$ cat src/rcu_pkg.sv
// Constants, types and register map for the reset controller.
// Assumes a 40 MHz system clock and an AXI4-Lite master with 32-bit data.
`default_nettype none
package rcu_pkg;
  localparam int unsigned CLK_HZ = 40_000_000;
  localparam int unsigned POR_DELAY_US = 250;
  localparam int unsigned POR_DELAY_CYC = POR_DELAY_US * (CLK_HZ / 1_000_000);
  localparam int unsigned WDT_DIV = 12;
  localparam logic [31:0] ENTRY_ADDR = 32'h0000_0000;
  localparam logic [7:0] PORT_LATCH_RST = 8'hFF;
  localparam logic [7:0] SP_RST = 8'h07;
  localparam logic [11:0] OFS_CAUSE = 12'h000;
  localparam logic [11:0] OFS_MON = 12'h004;
  localparam logic [11:0] OFS_SWRST = 12'h008;
  localparam logic [11:0] OFS_STAT = 12'h00C;
  localparam int unsigned BIT_PIN = 0;
  localparam int unsigned BIT_POR = 1;
  localparam int unsigned BIT_SW = 4;
  localparam int unsigned BIT_MON_EN = 7;
  localparam int unsigned BIT_MON_STAT = 6;
  localparam logic [1:0] RESP_OKAY = 2'h0;
  localparam logic [1:0] RESP_SLVERR = 2'h2;
  typedef enum logic [1:0] {
    ST_POR = 2'b00,
    ST_HOLD = 2'b01,
    ST_DELAY = 2'b10,
    ST_RUN = 2'b11
  } rcu_state_t;
  typedef enum logic [1:0] {
    SRC_POR = 2'b00,
    SRC_MON = 2'b01,
    SRC_PIN = 2'b10,
    SRC_SW = 2'b11
  } rcu_src_t;
endpackage : rcu_pkg
`default_nettype wire

$ cat src/rcu_ctl_if.sv
// Link between the register slave and the reset sequencer.
// Assumes both ends run on the system clock.
`default_nettype none
interface rcu_ctl_if;
  logic mon_en;
  logic mon_stat;
  logic [7:0] cause;
  logic in_reset;
  logic sw_req;
  logic mon_wr;
  logic mon_wdata;
  modport seq (input sw_req, mon_wr, mon_wdata, output mon_en, mon_stat, cause, in_reset);
  modport regs (output sw_req, mon_wr, mon_wdata, input mon_en, mon_stat, cause, in_reset);
endinterface : rcu_ctl_if
`default_nettype wire

$ cat src/rcu_sync.sv
// Two-stage synchroniser for a group of asynchronous levels.
// Assumes the inputs come from pins outside the clock domain.
`default_nettype none
module rcu_sync #(
  parameter int unsigned W = 1,
  parameter logic [W-1:0] RST_VAL = '0
) (
  // Clock and reset
  input wire logic clk,
  input wire logic rst,
  // Data
  input wire logic [W-1:0] din,
  output logic [W-1:0] dout
);
  logic [W-1:0] s1_q;
  logic [W-1:0] s2_q;
  logic [W-1:0] s1_d;
  logic [W-1:0] s2_d;
  if (W < 1) begin : g_bad_width
    $error("width must be positive");
  end
  always_comb begin
    s1_d = din;
    s2_d = s1_q;
  end
  always_ff @(posedge clk or posedge rst) begin
    if (rst) begin
      s1_q <= RST_VAL;
      s2_q <= RST_VAL;
    end else begin
      s1_q <= s1_d;
      s2_q <= s2_d;
    end
  end
  assign dout = s2_q;
endmodule : rcu_sync
`default_nettype wire

$ cat src/rcu_seq.sv
// Reset sequencer: collects reset causes, times release, keeps cause flags.
// Assumes RST is the power-on event and supply/pin inputs are already synchronised.
`default_nettype none
module rcu_seq
  import rcu_pkg::*;
#(
  parameter int unsigned POR_CYC = POR_DELAY_CYC
) (
  // Clock and power-on
  input wire logic clk,
  input wire logic rst,
  // Synchronised sources
  input wire logic vdd_ok,
  input wire logic pin_low,
  input wire logic other_req,
  // Control
  rcu_ctl_if.seq ctl,
  output logic drive_pin
);
  rcu_state_t st_q, st_d;
  rcu_src_t src_q, src_d;
  logic [31:0] cnt_q, cnt_d;
  logic [7:0] cause_q, cause_d;
  logic mon_en_q, mon_en_d;
  logic mon_trip;
  if (POR_CYC < 1) begin : g_bad_delay
    $error("power-on delay must be at least one cycle");
  end
  assign mon_trip = mon_en_q & ~vdd_ok;
  always_comb begin
    st_d = st_q;
    src_d = src_q;
    cnt_d = cnt_q;
    cause_d = cause_q;
    mon_en_d = mon_en_q;
    if (ctl.mon_wr) mon_en_d = ctl.mon_wdata;
    case (st_q)
      ST_POR: begin
        if (vdd_ok) begin
          st_d = ST_DELAY;
          cnt_d = '0;
        end
      end
      ST_DELAY: begin
        if (!vdd_ok) st_d = ST_POR;
        else if (cnt_q >= POR_CYC - 1) begin
          st_d = ST_RUN;
          cause_d = 8'h00;
          cause_d[BIT_POR] = 1'b1;
        end else cnt_d = cnt_q + 32'h0000_0001;
      end
      ST_HOLD: begin
        if (src_q == SRC_MON && vdd_ok) begin
          st_d = ST_RUN;
          cause_d = 8'h00;
        end else if (src_q == SRC_PIN && !pin_low) begin
          st_d = ST_RUN;
          cause_d = 8'h00;
          cause_d[BIT_PIN] = 1'b1;
        end else if (src_q == SRC_SW || src_q == SRC_POR) begin
          st_d = ST_RUN;
          cause_d = 8'h00;
          cause_d[BIT_SW] = (src_q == SRC_SW);
        end
      end
      ST_RUN: begin
        if (mon_trip) begin
          st_d = ST_HOLD;
          src_d = SRC_MON;
        end else if (pin_low) begin
          st_d = ST_HOLD;
          src_d = SRC_PIN;
        end else if (ctl.sw_req || other_req) begin
          st_d = ST_HOLD;
          src_d = other_req ? SRC_POR : SRC_SW;
        end
      end
      default: st_d = ST_POR;
    endcase
  end
  // Asynchronous power-on; everything else leaves reset on clock edges
  always_ff @(posedge clk or posedge rst) begin
    if (rst) begin
      st_q <= ST_POR;
      src_q <= SRC_POR;
      cnt_q <= '0;
      cause_q <= 8'h00;
      mon_en_q <= 1'b1;
    end else begin
      st_q <= st_d;
      src_q <= src_d;
      cnt_q <= cnt_d;
      cause_q <= cause_d;
      mon_en_q <= mon_en_d;
    end
  end
  assign ctl.in_reset = (st_q != ST_RUN);
  assign ctl.cause = cause_q;
  assign ctl.mon_en = mon_en_q;
  assign ctl.mon_stat = vdd_ok;
  assign drive_pin = (st_q == ST_POR) || (st_q == ST_DELAY) ||
                     (st_q == ST_HOLD && src_q == SRC_MON);
endmodule : rcu_seq
`default_nettype wire

$ cat src/rcu_top.sv
// Reset controller top: AXI4-Lite register slave, pin synchronisers, core restart outputs.
// Assumes RST comes from the power-on detector and CORE_CLK runs at 40 MHz.
`default_nettype none
module rcu_top
  import rcu_pkg::*;
#(
  parameter int unsigned POR_CYC = POR_DELAY_CYC
) (
  // Clock and power-on reset
  input wire logic CORE_CLK,
  input wire logic RST,
  // Supply monitor and reset pin
  input wire logic VDD_ABOVE_THRESHOLD,
  input wire logic RESET_PIN_N_IN,
  output logic RESET_PIN_N_OUT,
  output logic RESET_PIN_OE,
  input wire logic OTHER_RESET_REQ,
  // Core restart controls
  output logic CORE_HALT,
  output logic REG_INIT,
  output logic IRQ_TIMER_DISABLE,
  output logic [31:0] PC_LOAD,
  output logic [7:0] SP_LOAD,
  output logic [7:0] PORT_LATCH,
  output logic PORT_OPEN_DRAIN,
  output logic PORT_PULLUP_EN,
  output logic INT_OSC_SEL,
  output logic WDT_EN,
  output logic WDT_TICK,
  // AXI4-Lite slave
  input wire logic [11:0] AWADDR,
  input wire logic AWVALID,
  output logic AWREADY,
  input wire logic [31:0] WDATA,
  input wire logic [3:0] WSTRB,
  input wire logic WVALID,
  output logic WREADY,
  output logic [1:0] BRESP,
  output logic BVALID,
  input wire logic BREADY,
  input wire logic [11:0] ARADDR,
  input wire logic ARVALID,
  output logic ARREADY,
  output logic [31:0] RDATA,
  output logic [1:0] RRESP,
  output logic RVALID,
  input wire logic RREADY
);
  rcu_ctl_if ctl ();
  logic vdd_ok;
  logic pin_low;
  logic other_req;
  logic drive_pin;
  // Pin sense ignored until the synchroniser has flushed the device's own drive
  logic drv1_q, drv1_d, drv2_q, drv2_d;
  rcu_sync #(.W(3), .RST_VAL(3'b000)) u_sync (
    .clk(CORE_CLK),
    .rst(RST),
    .din({VDD_ABOVE_THRESHOLD, ~RESET_PIN_N_IN, OTHER_RESET_REQ}),
    .dout({vdd_ok, pin_low, other_req})
  );
  rcu_seq #(.POR_CYC(POR_CYC)) u_seq (
    .clk(CORE_CLK),
    .rst(RST),
    .vdd_ok(vdd_ok),
    .pin_low(pin_low & ~(drive_pin | drv1_q | drv2_q)),
    .other_req(other_req),
    .ctl(ctl.seq),
    .drive_pin(drive_pin)
  );
  // Reset pin: open-drain pull low
  assign RESET_PIN_N_OUT = 1'b0;
  assign RESET_PIN_OE = drive_pin;
  // Restart state held while in reset
  logic rst_q, rst_d;
  logic [3:0] wdiv_q, wdiv_d;
  logic tick_q, tick_d;
  always_comb begin
    rst_d = ctl.in_reset;
    drv1_d = drive_pin;
    drv2_d = drv1_q;
    wdiv_d = wdiv_q;
    tick_d = 1'b0;
    if (ctl.in_reset) wdiv_d = 4'h0;
    else if (wdiv_q == 4'(WDT_DIV - 1)) begin
      wdiv_d = 4'h0;
      tick_d = 1'b1;
    end else wdiv_d = wdiv_q + 4'h1;
  end
  always_ff @(posedge CORE_CLK or posedge RST) begin
    if (RST) begin
      rst_q <= 1'b1;
      drv1_q <= 1'b1;
      drv2_q <= 1'b1;
      wdiv_q <= 4'h0;
      tick_q <= 1'b0;
    end else begin
      rst_q <= rst_d;
      drv1_q <= drv1_d;
      drv2_q <= drv2_d;
      wdiv_q <= wdiv_d;
      tick_q <= tick_d;
    end
  end
  assign CORE_HALT = rst_q;
  assign REG_INIT = rst_q;
  assign IRQ_TIMER_DISABLE = rst_q;
  assign PC_LOAD = ENTRY_ADDR;
  assign SP_LOAD = SP_RST;
  assign PORT_LATCH = PORT_LATCH_RST;
  assign PORT_OPEN_DRAIN = 1'b1;
  assign PORT_PULLUP_EN = 1'b1;
  assign INT_OSC_SEL = 1'b1;
  assign WDT_EN = ~rst_q;
  assign WDT_TICK = tick_q;
  // AXI4-Lite write channel
  logic aw_got_q, aw_got_d, w_got_q, w_got_d, bvalid_q, bvalid_d;
  logic [11:0] awaddr_q, awaddr_d;
  logic [31:0] wdata_q, wdata_d;
  logic wstrb0_q, wstrb0_d;
  logic [1:0] bresp_q, bresp_d;
  logic do_wr;
  function automatic logic addr_ok(input logic [11:0] a);
    return a == OFS_CAUSE || a == OFS_MON || a == OFS_SWRST || a == OFS_STAT;
  endfunction : addr_ok
  assign AWREADY = ~aw_got_q & ~bvalid_q;
  assign WREADY = ~w_got_q & ~bvalid_q;
  always_comb begin
    aw_got_d = aw_got_q;
    w_got_d = w_got_q;
    awaddr_d = awaddr_q;
    wdata_d = wdata_q;
    wstrb0_d = wstrb0_q;
    bvalid_d = bvalid_q;
    bresp_d = bresp_q;
    do_wr = 1'b0;
    if (AWVALID && AWREADY) begin
      aw_got_d = 1'b1;
      awaddr_d = AWADDR;
    end
    if (WVALID && WREADY) begin
      w_got_d = 1'b1;
      wdata_d = WDATA;
      wstrb0_d = WSTRB[0];
    end
    if (aw_got_q && w_got_q && !bvalid_q) begin
      do_wr = wstrb0_q;
      bvalid_d = 1'b1;
      bresp_d = addr_ok(awaddr_q) ? RESP_OKAY : RESP_SLVERR;
      aw_got_d = 1'b0;
      w_got_d = 1'b0;
    end
    if (bvalid_q && BREADY) bvalid_d = 1'b0;
  end
  assign ctl.mon_wr = do_wr && awaddr_q == OFS_MON;
  assign ctl.mon_wdata = wdata_q[BIT_MON_EN];
  assign ctl.sw_req = do_wr && awaddr_q == OFS_SWRST && wdata_q[0];
  assign BVALID = bvalid_q;
  assign BRESP = bresp_q;
  // AXI4-Lite read channel
  logic rvalid_q, rvalid_d;
  logic [31:0] rdata_q, rdata_d;
  logic [1:0] rresp_q, rresp_d;
  assign ARREADY = ~rvalid_q;
  always_comb begin
    rvalid_d = rvalid_q;
    rdata_d = rdata_q;
    rresp_d = rresp_q;
    if (ARVALID && ARREADY) begin
      rvalid_d = 1'b1;
      rresp_d = RESP_OKAY;
      rdata_d = 32'h0000_0000;
      case (ARADDR)
        OFS_CAUSE: rdata_d[7:0] = ctl.cause;
        OFS_MON: begin
          rdata_d[BIT_MON_EN] = ctl.mon_en;
          rdata_d[BIT_MON_STAT] = ctl.mon_stat;
        end
        OFS_SWRST: rdata_d = 32'h0000_0000;
        OFS_STAT: rdata_d[0] = ctl.in_reset;
        default: rresp_d = RESP_SLVERR;
      endcase
    end else if (rvalid_q && RREADY) rvalid_d = 1'b0;
  end
  always_ff @(posedge CORE_CLK or posedge RST) begin
    if (RST) begin
      aw_got_q <= 1'b0;
      w_got_q <= 1'b0;
      awaddr_q <= 12'h000;
      wdata_q <= 32'h0000_0000;
      wstrb0_q <= 1'b0;
      bvalid_q <= 1'b0;
      bresp_q <= 2'h0;
      rvalid_q <= 1'b0;
      rdata_q <= 32'h0000_0000;
      rresp_q <= 2'h0;
    end else begin
      aw_got_q <= aw_got_d;
      w_got_q <= w_got_d;
      awaddr_q <= awaddr_d;
      wdata_q <= wdata_d;
      wstrb0_q <= wstrb0_d;
      bvalid_q <= bvalid_d;
      bresp_q <= bresp_d;
      rvalid_q <= rvalid_d;
      rdata_q <= rdata_d;
      rresp_q <= rresp_d;
    end
  end
  assign RVALID = rvalid_q;
  assign RDATA = rdata_q;
  assign RRESP = rresp_q;
endmodule : rcu_top
`default_nettype wire

$ cat config.mk
export PLATFORM = sky130hd
export DESIGN_NAME = rcu_top
export DESIGN_NICKNAME = d
export VERILOG_FILES = /design/src/rcu_pkg.sv /design/src/rcu_ctl_if.sv /design/src/rcu_sync.sv /design/src/rcu_seq.sv /design/src/rcu_top.sv
export SDC_FILE = /design/constraint.sdc
export NUM_CORES = 1
export LEC_CHECK = 0
export ABC_AREA = 1
export BUFFER_PORTS_ARGS = -buffer_cell sky130_fd_sc_hd__buf_2
export CAP_MARGIN = 20
export CORE_ASPECT_RATIO = 1.75
export CORE_MARGIN = 1
export CORE_UTILIZATION = 49
export DETAILED_ROUTE_END_ITERATION = 8
export PLACE_DENSITY = 0.8
export SYNTH_ARGS = -nofsm -noshare
export SYNTH_HDL_FRONTEND = slang
export SYNTH_SLANG_ARGS = --single-unit
$ cat constraint.sdc
create_clock -name CORE_CLK -period 3.2 [get_ports CORE_CLK]
set_clock_uncertainty 0.2 [all_clocks]
set_input_delay 0.48 -clock CORE_CLK [delete_from_list [all_inputs] [get_ports CORE_CLK]]
set_output_delay 0.48 -clock CORE_CLK [all_outputs]
set_load 0.1 [all_outputs]
Word-level counts from Yosys, hierarchy flattened
Cells that the tools add are included.

storage, ports and cells
  input port bits = 70
  bits in registers = 96

cells by class
  reductions and logical operators = 38
  mux-type cells = 42
  bitwise gates (word level) = 14
  add/sub/neg operators = 2
  magnitude comparators = 1
  eq/ne operators = 21

operator list
  cell                                                                     count
  32-bit two-way mux                                                       3
  32-bit case mux with 2 select lines                                      1
  12-bit by 4-bit equality test with 1-bit output, second input constant   4
  8-bit two-way mux                                                        5
  32-bit by 1-bit adder with 32-bit output, second input constant          1
  32-bit by 14-bit >= comparator with 1-bit output, second input constant  1
  2-bit two-way mux                                                        15
  12-bit by 3-bit equality test with 1-bit output, second input constant   2
  12-bit zero test                                                         2
  8-bit case mux with 2 select lines                                       1
  1-bit logical AND                                                        13
  4-bit AND reduction                                                      3
  2-bit nonzero test                                                       6
  1-bit two-way mux                                                        11
  2-bit equality test, second input constant                               4
  4-bit two-way mux                                                        2
  2-bit inequality test, second input constant                             4
  4-bit by 1-bit inequality test with 1-bit output, second input constant  2
  1-bit NOT                                                                8
  2-bit case mux with 4 select lines                                       1
  1-bit logical OR                                                         7
  5-bit two-way mux                                                        1
  4-bit by 1-bit adder with 4-bit output, second input constant            1
  1-bit bitwise AND                                                        4
  other kinds (12)                                                         16

Logic depth before layout (Yosys ltp)
  depth after elaboration = 12
  gate-level depth with buffers = 10
  gate-level depth less buffers = 10

By module
Synthesis repeated with hierarchy kept, for this count alone.

unflattened totals
  cells, all modules = 549
  area, all modules = 4709.5 um^2

by module, submodules not included
  module    area each (um^2)  cells an instance  sequential area each (um^2)  times used
  rcu_seq   2353.5            294                1002.2                       1
  rcu_top   2202.1            248                929.6                        1
  rcu_sync  153.9             7                  150.1                        1

Worst setup path after synthesis
No wires, ideal clock.

  path kind = reg-to-reg
  from = register bvalid_q, in the netlist BVALID
  to = register awaddr_q[2]
  period minus slack after synthesis = 3.429 ns
  path buffers = 1
  arrival time = 3.105 ns
  slack = -0.229 ns
  library setup time = 0.125 ns
  required time = 2.875 ns
  cell stages (with the launch flop) = 5
  cells stage by stage = dfrtp_1 nor2_1 nand2_1 buf_2 mux2_2

on the way
  cells in the longest elaborated chain, start to end = 3

RTL lines
  item                    line            source
  start, declared         rcu_top.sv:117  logic aw_got_q, aw_got_d, w_got_q, w_got_d, bvalid_q, bvalid_d;
  start signal, assigned  rcu_top.sv:203  bvalid_q <= bvalid_d;
  1-bit NOT               rcu_top.sv:126  assign AWREADY = ~aw_got_q & ~bvalid_q;
  1-bit bitwise AND       rcu_top.sv:126
  net AWREADY             rcu_top.sv:33   output logic AWREADY,
  1-bit logical AND       rcu_top.sv:137  if (AWVALID && AWREADY) begin
  end signal, assigned    rcu_top.sv:200  awaddr_q <= awaddr_d;
  end, declared           rcu_top.sv:118  logic [11:0] awaddr_q, awaddr_d;

The timed path passes the listed nets, and every way through them passes these cells.
A chain may end at the register's enable or synchronous reset.

Worst setup path after layout
  from = register u_seq.src_q[1]
  to = output port RESET_PIN_OE

on the way
  cells in the longest elaborated chain, start to end = 3

RTL lines
  item                                            line            source
  start, declared                                 rcu_seq.sv:21   rcu_src_t src_q, src_d;
  start signal, assigned                          rcu_seq.sv:91   src_q <= src_d;
  2-bit by 1-bit equality test with 1-bit output  rcu_seq.sv:102  (st_q == ST_HOLD && src_q == SRC_MON);
  1-bit logical AND                               rcu_seq.sv:102
  1-bit logical OR                                rcu_seq.sv:101  assign drive_pin = (st_q == ST_POR) || (st_q == ST_DELAY) ||
  end, declared                                   rcu_top.sv:16   output logic RESET_PIN_OE,

Every way passes these cells.

==> impl_metrics.ini <==
[routing]
vias = 3072
drt_iter0_markers = 195
viasPerCell = 4.498
routedWlPerCell_microns = 10.68
drc = 0
ant_nets = 0
dr.pass1.iters = 7
routed_wirelength_mm = 7.294

[critical_path]
worstPathMaxFanout = 4
cp_data_arrival_time_ns = 1.61
worst_setup_path_end_kind = primary output
regToRegStartpoint = u_sync.dout[2]$_DFF_PP0_
startpoint = u_seq.src_q[1]$_DFFE_PP0P_
cp-start-kind = register
critPathKind = reg2out
required_ns = 2.52

[power]
clockPowerShare_pct = 32.7
internal-power_mw = 2.097
p_sw_share_pct = 39.43
p_sw_mw = 1.365
pwr-share-seq_pct = 36.4
ir_drop_v = 0.0005021
pwr-share-comb_pct = 30.9
p_total_mw = 3.462
power.density_mw_per_mm2 = 728.3
p_leak_nw = 2.583

[finish]
layout.nets = 636
diodes = 0
finalNonFillerCells = 683
fillers = 773
layout-area-overhead-vs-synth_pct = 9.387
drive_gt1_share_pct = 20.14

[floorplan]
die_x_microns = 73.19
die_h_microns = 126.6
core_sq_mm = 0.008615
io-pin-count = 169
design.die.area_sq_mm = 0.009263
initial_core_util_pct = 50.44
num_rows = 45

[place]
detailed_place_hpwl_mm = 5.377
globalplace.congestion = 0.8464
port_buffers = 54
placed_cells = 667

[grt]
grt-ovfl-total = 0
antenna_found_initial = 0
grt_first_pass_wirelength_mm = 12.27
grtUsageTotal_pct = 17.38
first_global_vias = 2864
grt_max_degree = 49

[clocking]
cts_resized = 0
post_cts_buffers = 0
cts_root_buffer = clkbuf_16
clk_latency_ns = 0.34
cts_tree = built
path_clk_slew_ns = 0.06
ctsHoldBuffers = 0
htreeDepth = 3
cts_buffers = 9
clock-sinks = 80
clockBufferDepth = 2

[synth]
synth_top_area_cell = dfrtp_1
yosys_register_bits = 80
synth-edff-count = 0
yosysSeqAreaShare_pct = 46.18
syn_avg_cell_area_sq_um = 8.605
ys.flop_type = dfrtp_1
yosys.cell_types.count = 34
yosys_warnings = 0
async_flop_share_pct = 100.0
netlist_area_sq_mm = 0.004345
synth_top_area_share_pct = 43.77
synthCells = 505
synth.area.top_cells = dfrtp_1 44%, buf_4 14%, nand2_1 8.5%
netlist_top_cells_count = 98 x nand2_1, 83 x buf_4, 76 x dfrtp_1, 64 x nor2_1, 56 x inv_1
synth_most_common_cell = nand2_1

[sta]
min_period_over_period_pct = 71.50
worstMarginPinSlew_ns = 0.7318
fin_crit_ns = 2.288
rsz0062_at_grt = false
max_freq_mhz = 437.1
tns_ns = 0
drv_slew = 0
relSlewSlack_pct = 51.14
setup_viol = 0
final-hold-violation-count = 0

[hold_path]
holdCritPathClass = in2reg
hold_start = VDD_ABOVE_THRESHOLD

[run]
maxCapViolCount = 0

[outcome]
outcome = completed
state kept, by name, summed over array words and instances, names as in the netlist, 2 cells and up:
signal / flops
RDATA: 5
awaddr_q: 12
u_seq.cnt_q: 32
u_seq.ctl.cause: 3
u_seq.src_q: 2
u_seq.st_q: 2
u_sync.dout: 3
u_sync.s1_q: 3
wdata_q: 2
wdiv_q: 4
final cells by class:
cell class              count  area [sq um]  area share (%)
repair buffers             55         290.3           6.107
well taps                 117         146.4           3.080
clock inverters             5         86.33           1.816
clock buffers              11         252.7           5.317
inverters                  60         225.2           4.738
multi-input cells         355          1745           36.72
flip-flops and latches     80          2007           42.22
power groups by stage:
| stage | sequential (mW) | combinational (mW) | clock, mW |
|---|---|---|---|
| 2_1_floorplan | 1.35 | 0.944 | 0 |
| 3_3_place_gp | 1.27 | 1.05 | 0 |
| 3_5_place_dp | 1.28 | 1.07 | 0 |
| 4_1_cts | 1.26 | 1.07 | 1.15 |
| 5_1_grt | 1.28 | 1.13 | 1.19 |
| 6_report | 1.26 | 1.07 | 1.13 |
logic make-up (layout without fill, tap and decap cells):
kind of cell	after synthesis	in the layout	synth area share, %
AOI/OAI and AO/OA	26	26	3.945
xor gates and xnor gates	11	11	2.217
and+or+nand+nor	219	219	22.08
DFF	80	80	46.18
buffers and inverters	149	131	20.59
other	2	81	0.1728
muxes	13	13	3.369
adders and majority gates	5	5	1.440
path summary, 6_finish.rpt:
check / end / slack (ns) / depth (start not counted)
setup reg to reg: u_seq.cnt_q[1]$_DFFE_PP0P_ / 0.98 / 6
hold / removal: u_sync.s1_q[2]$_DFF_PP0_ / 0.05 / 1
max in group asynchronous: CORE_HALT$_DFF_PP1_ / 1.99 / 3
min in group asynchronous: u_seq.cnt_q[20]$_DFFE_PP0P_ / 0.06 / 2
setup / recovery: RESET_PIN_OE / 0.91 / 5
hold reg to reg: u_sync.dout[0]$_DFF_PP0_ / 0.15 / 0
routing by layer:
metal | track usage [%] | wire [microns]
met1 | 19.33 | 2900
met2 | 30.39 | 3859
met3 | 3.177 | 381
met4 | 9.573 | 152
met5 | 0 | 0
metrics by stage:
stage | setup WS (ns) | hold WS, ns | utilization, % | cell area (sq um)
after floorplan | 0.3257 | 0.1312 | - | 4647
after global placement | 1.076 | 0.1386 | 51.24 | 4414
after detailed placement | 1.001 | 0.1347 | 51.24 | 4414
after CTS | 0.9054 | 0.03651 | 55.18 | 4753
after global routing | 0.7646 | 0.04173 | 55.18 | 4753
final | 0.9121 | 0.04788 | 55.18 | 4753
placed cells by master, fill, tap and decap left out, types with 2 or more instances in the layout:
cell       count
ha_1           5
inv_2          5
nor2_1        62
xnor2_1        2
nand4_1        9
nand3_1       27
clkinv_4       2
o21ai_2        8
bufinv_16      2
conb_1        81
mux2_2        13
nand2_2        2
o31ai_1        2
buf_2         54
xor2_1         9
nor2_2         3
inv_1         55
clkbuf_8       2
dfstp_2        4
nor3_1         7
or2_2          2
dfrtp_1       76
nand2_1       98
o21ai_0        8
a21oi_1        5
and2_1         2
nand3_2        3
clkbuf_16      9
critical path: stages (launching register included):
cell     delay [ns]
dfrtp_1        0.41
inv_1          0.07
ha_1           0.15
nand2_1        0.08
nand2_1        0.12
buf_2          0.44
No activity file was read; power rests on OpenSTA's default activity.
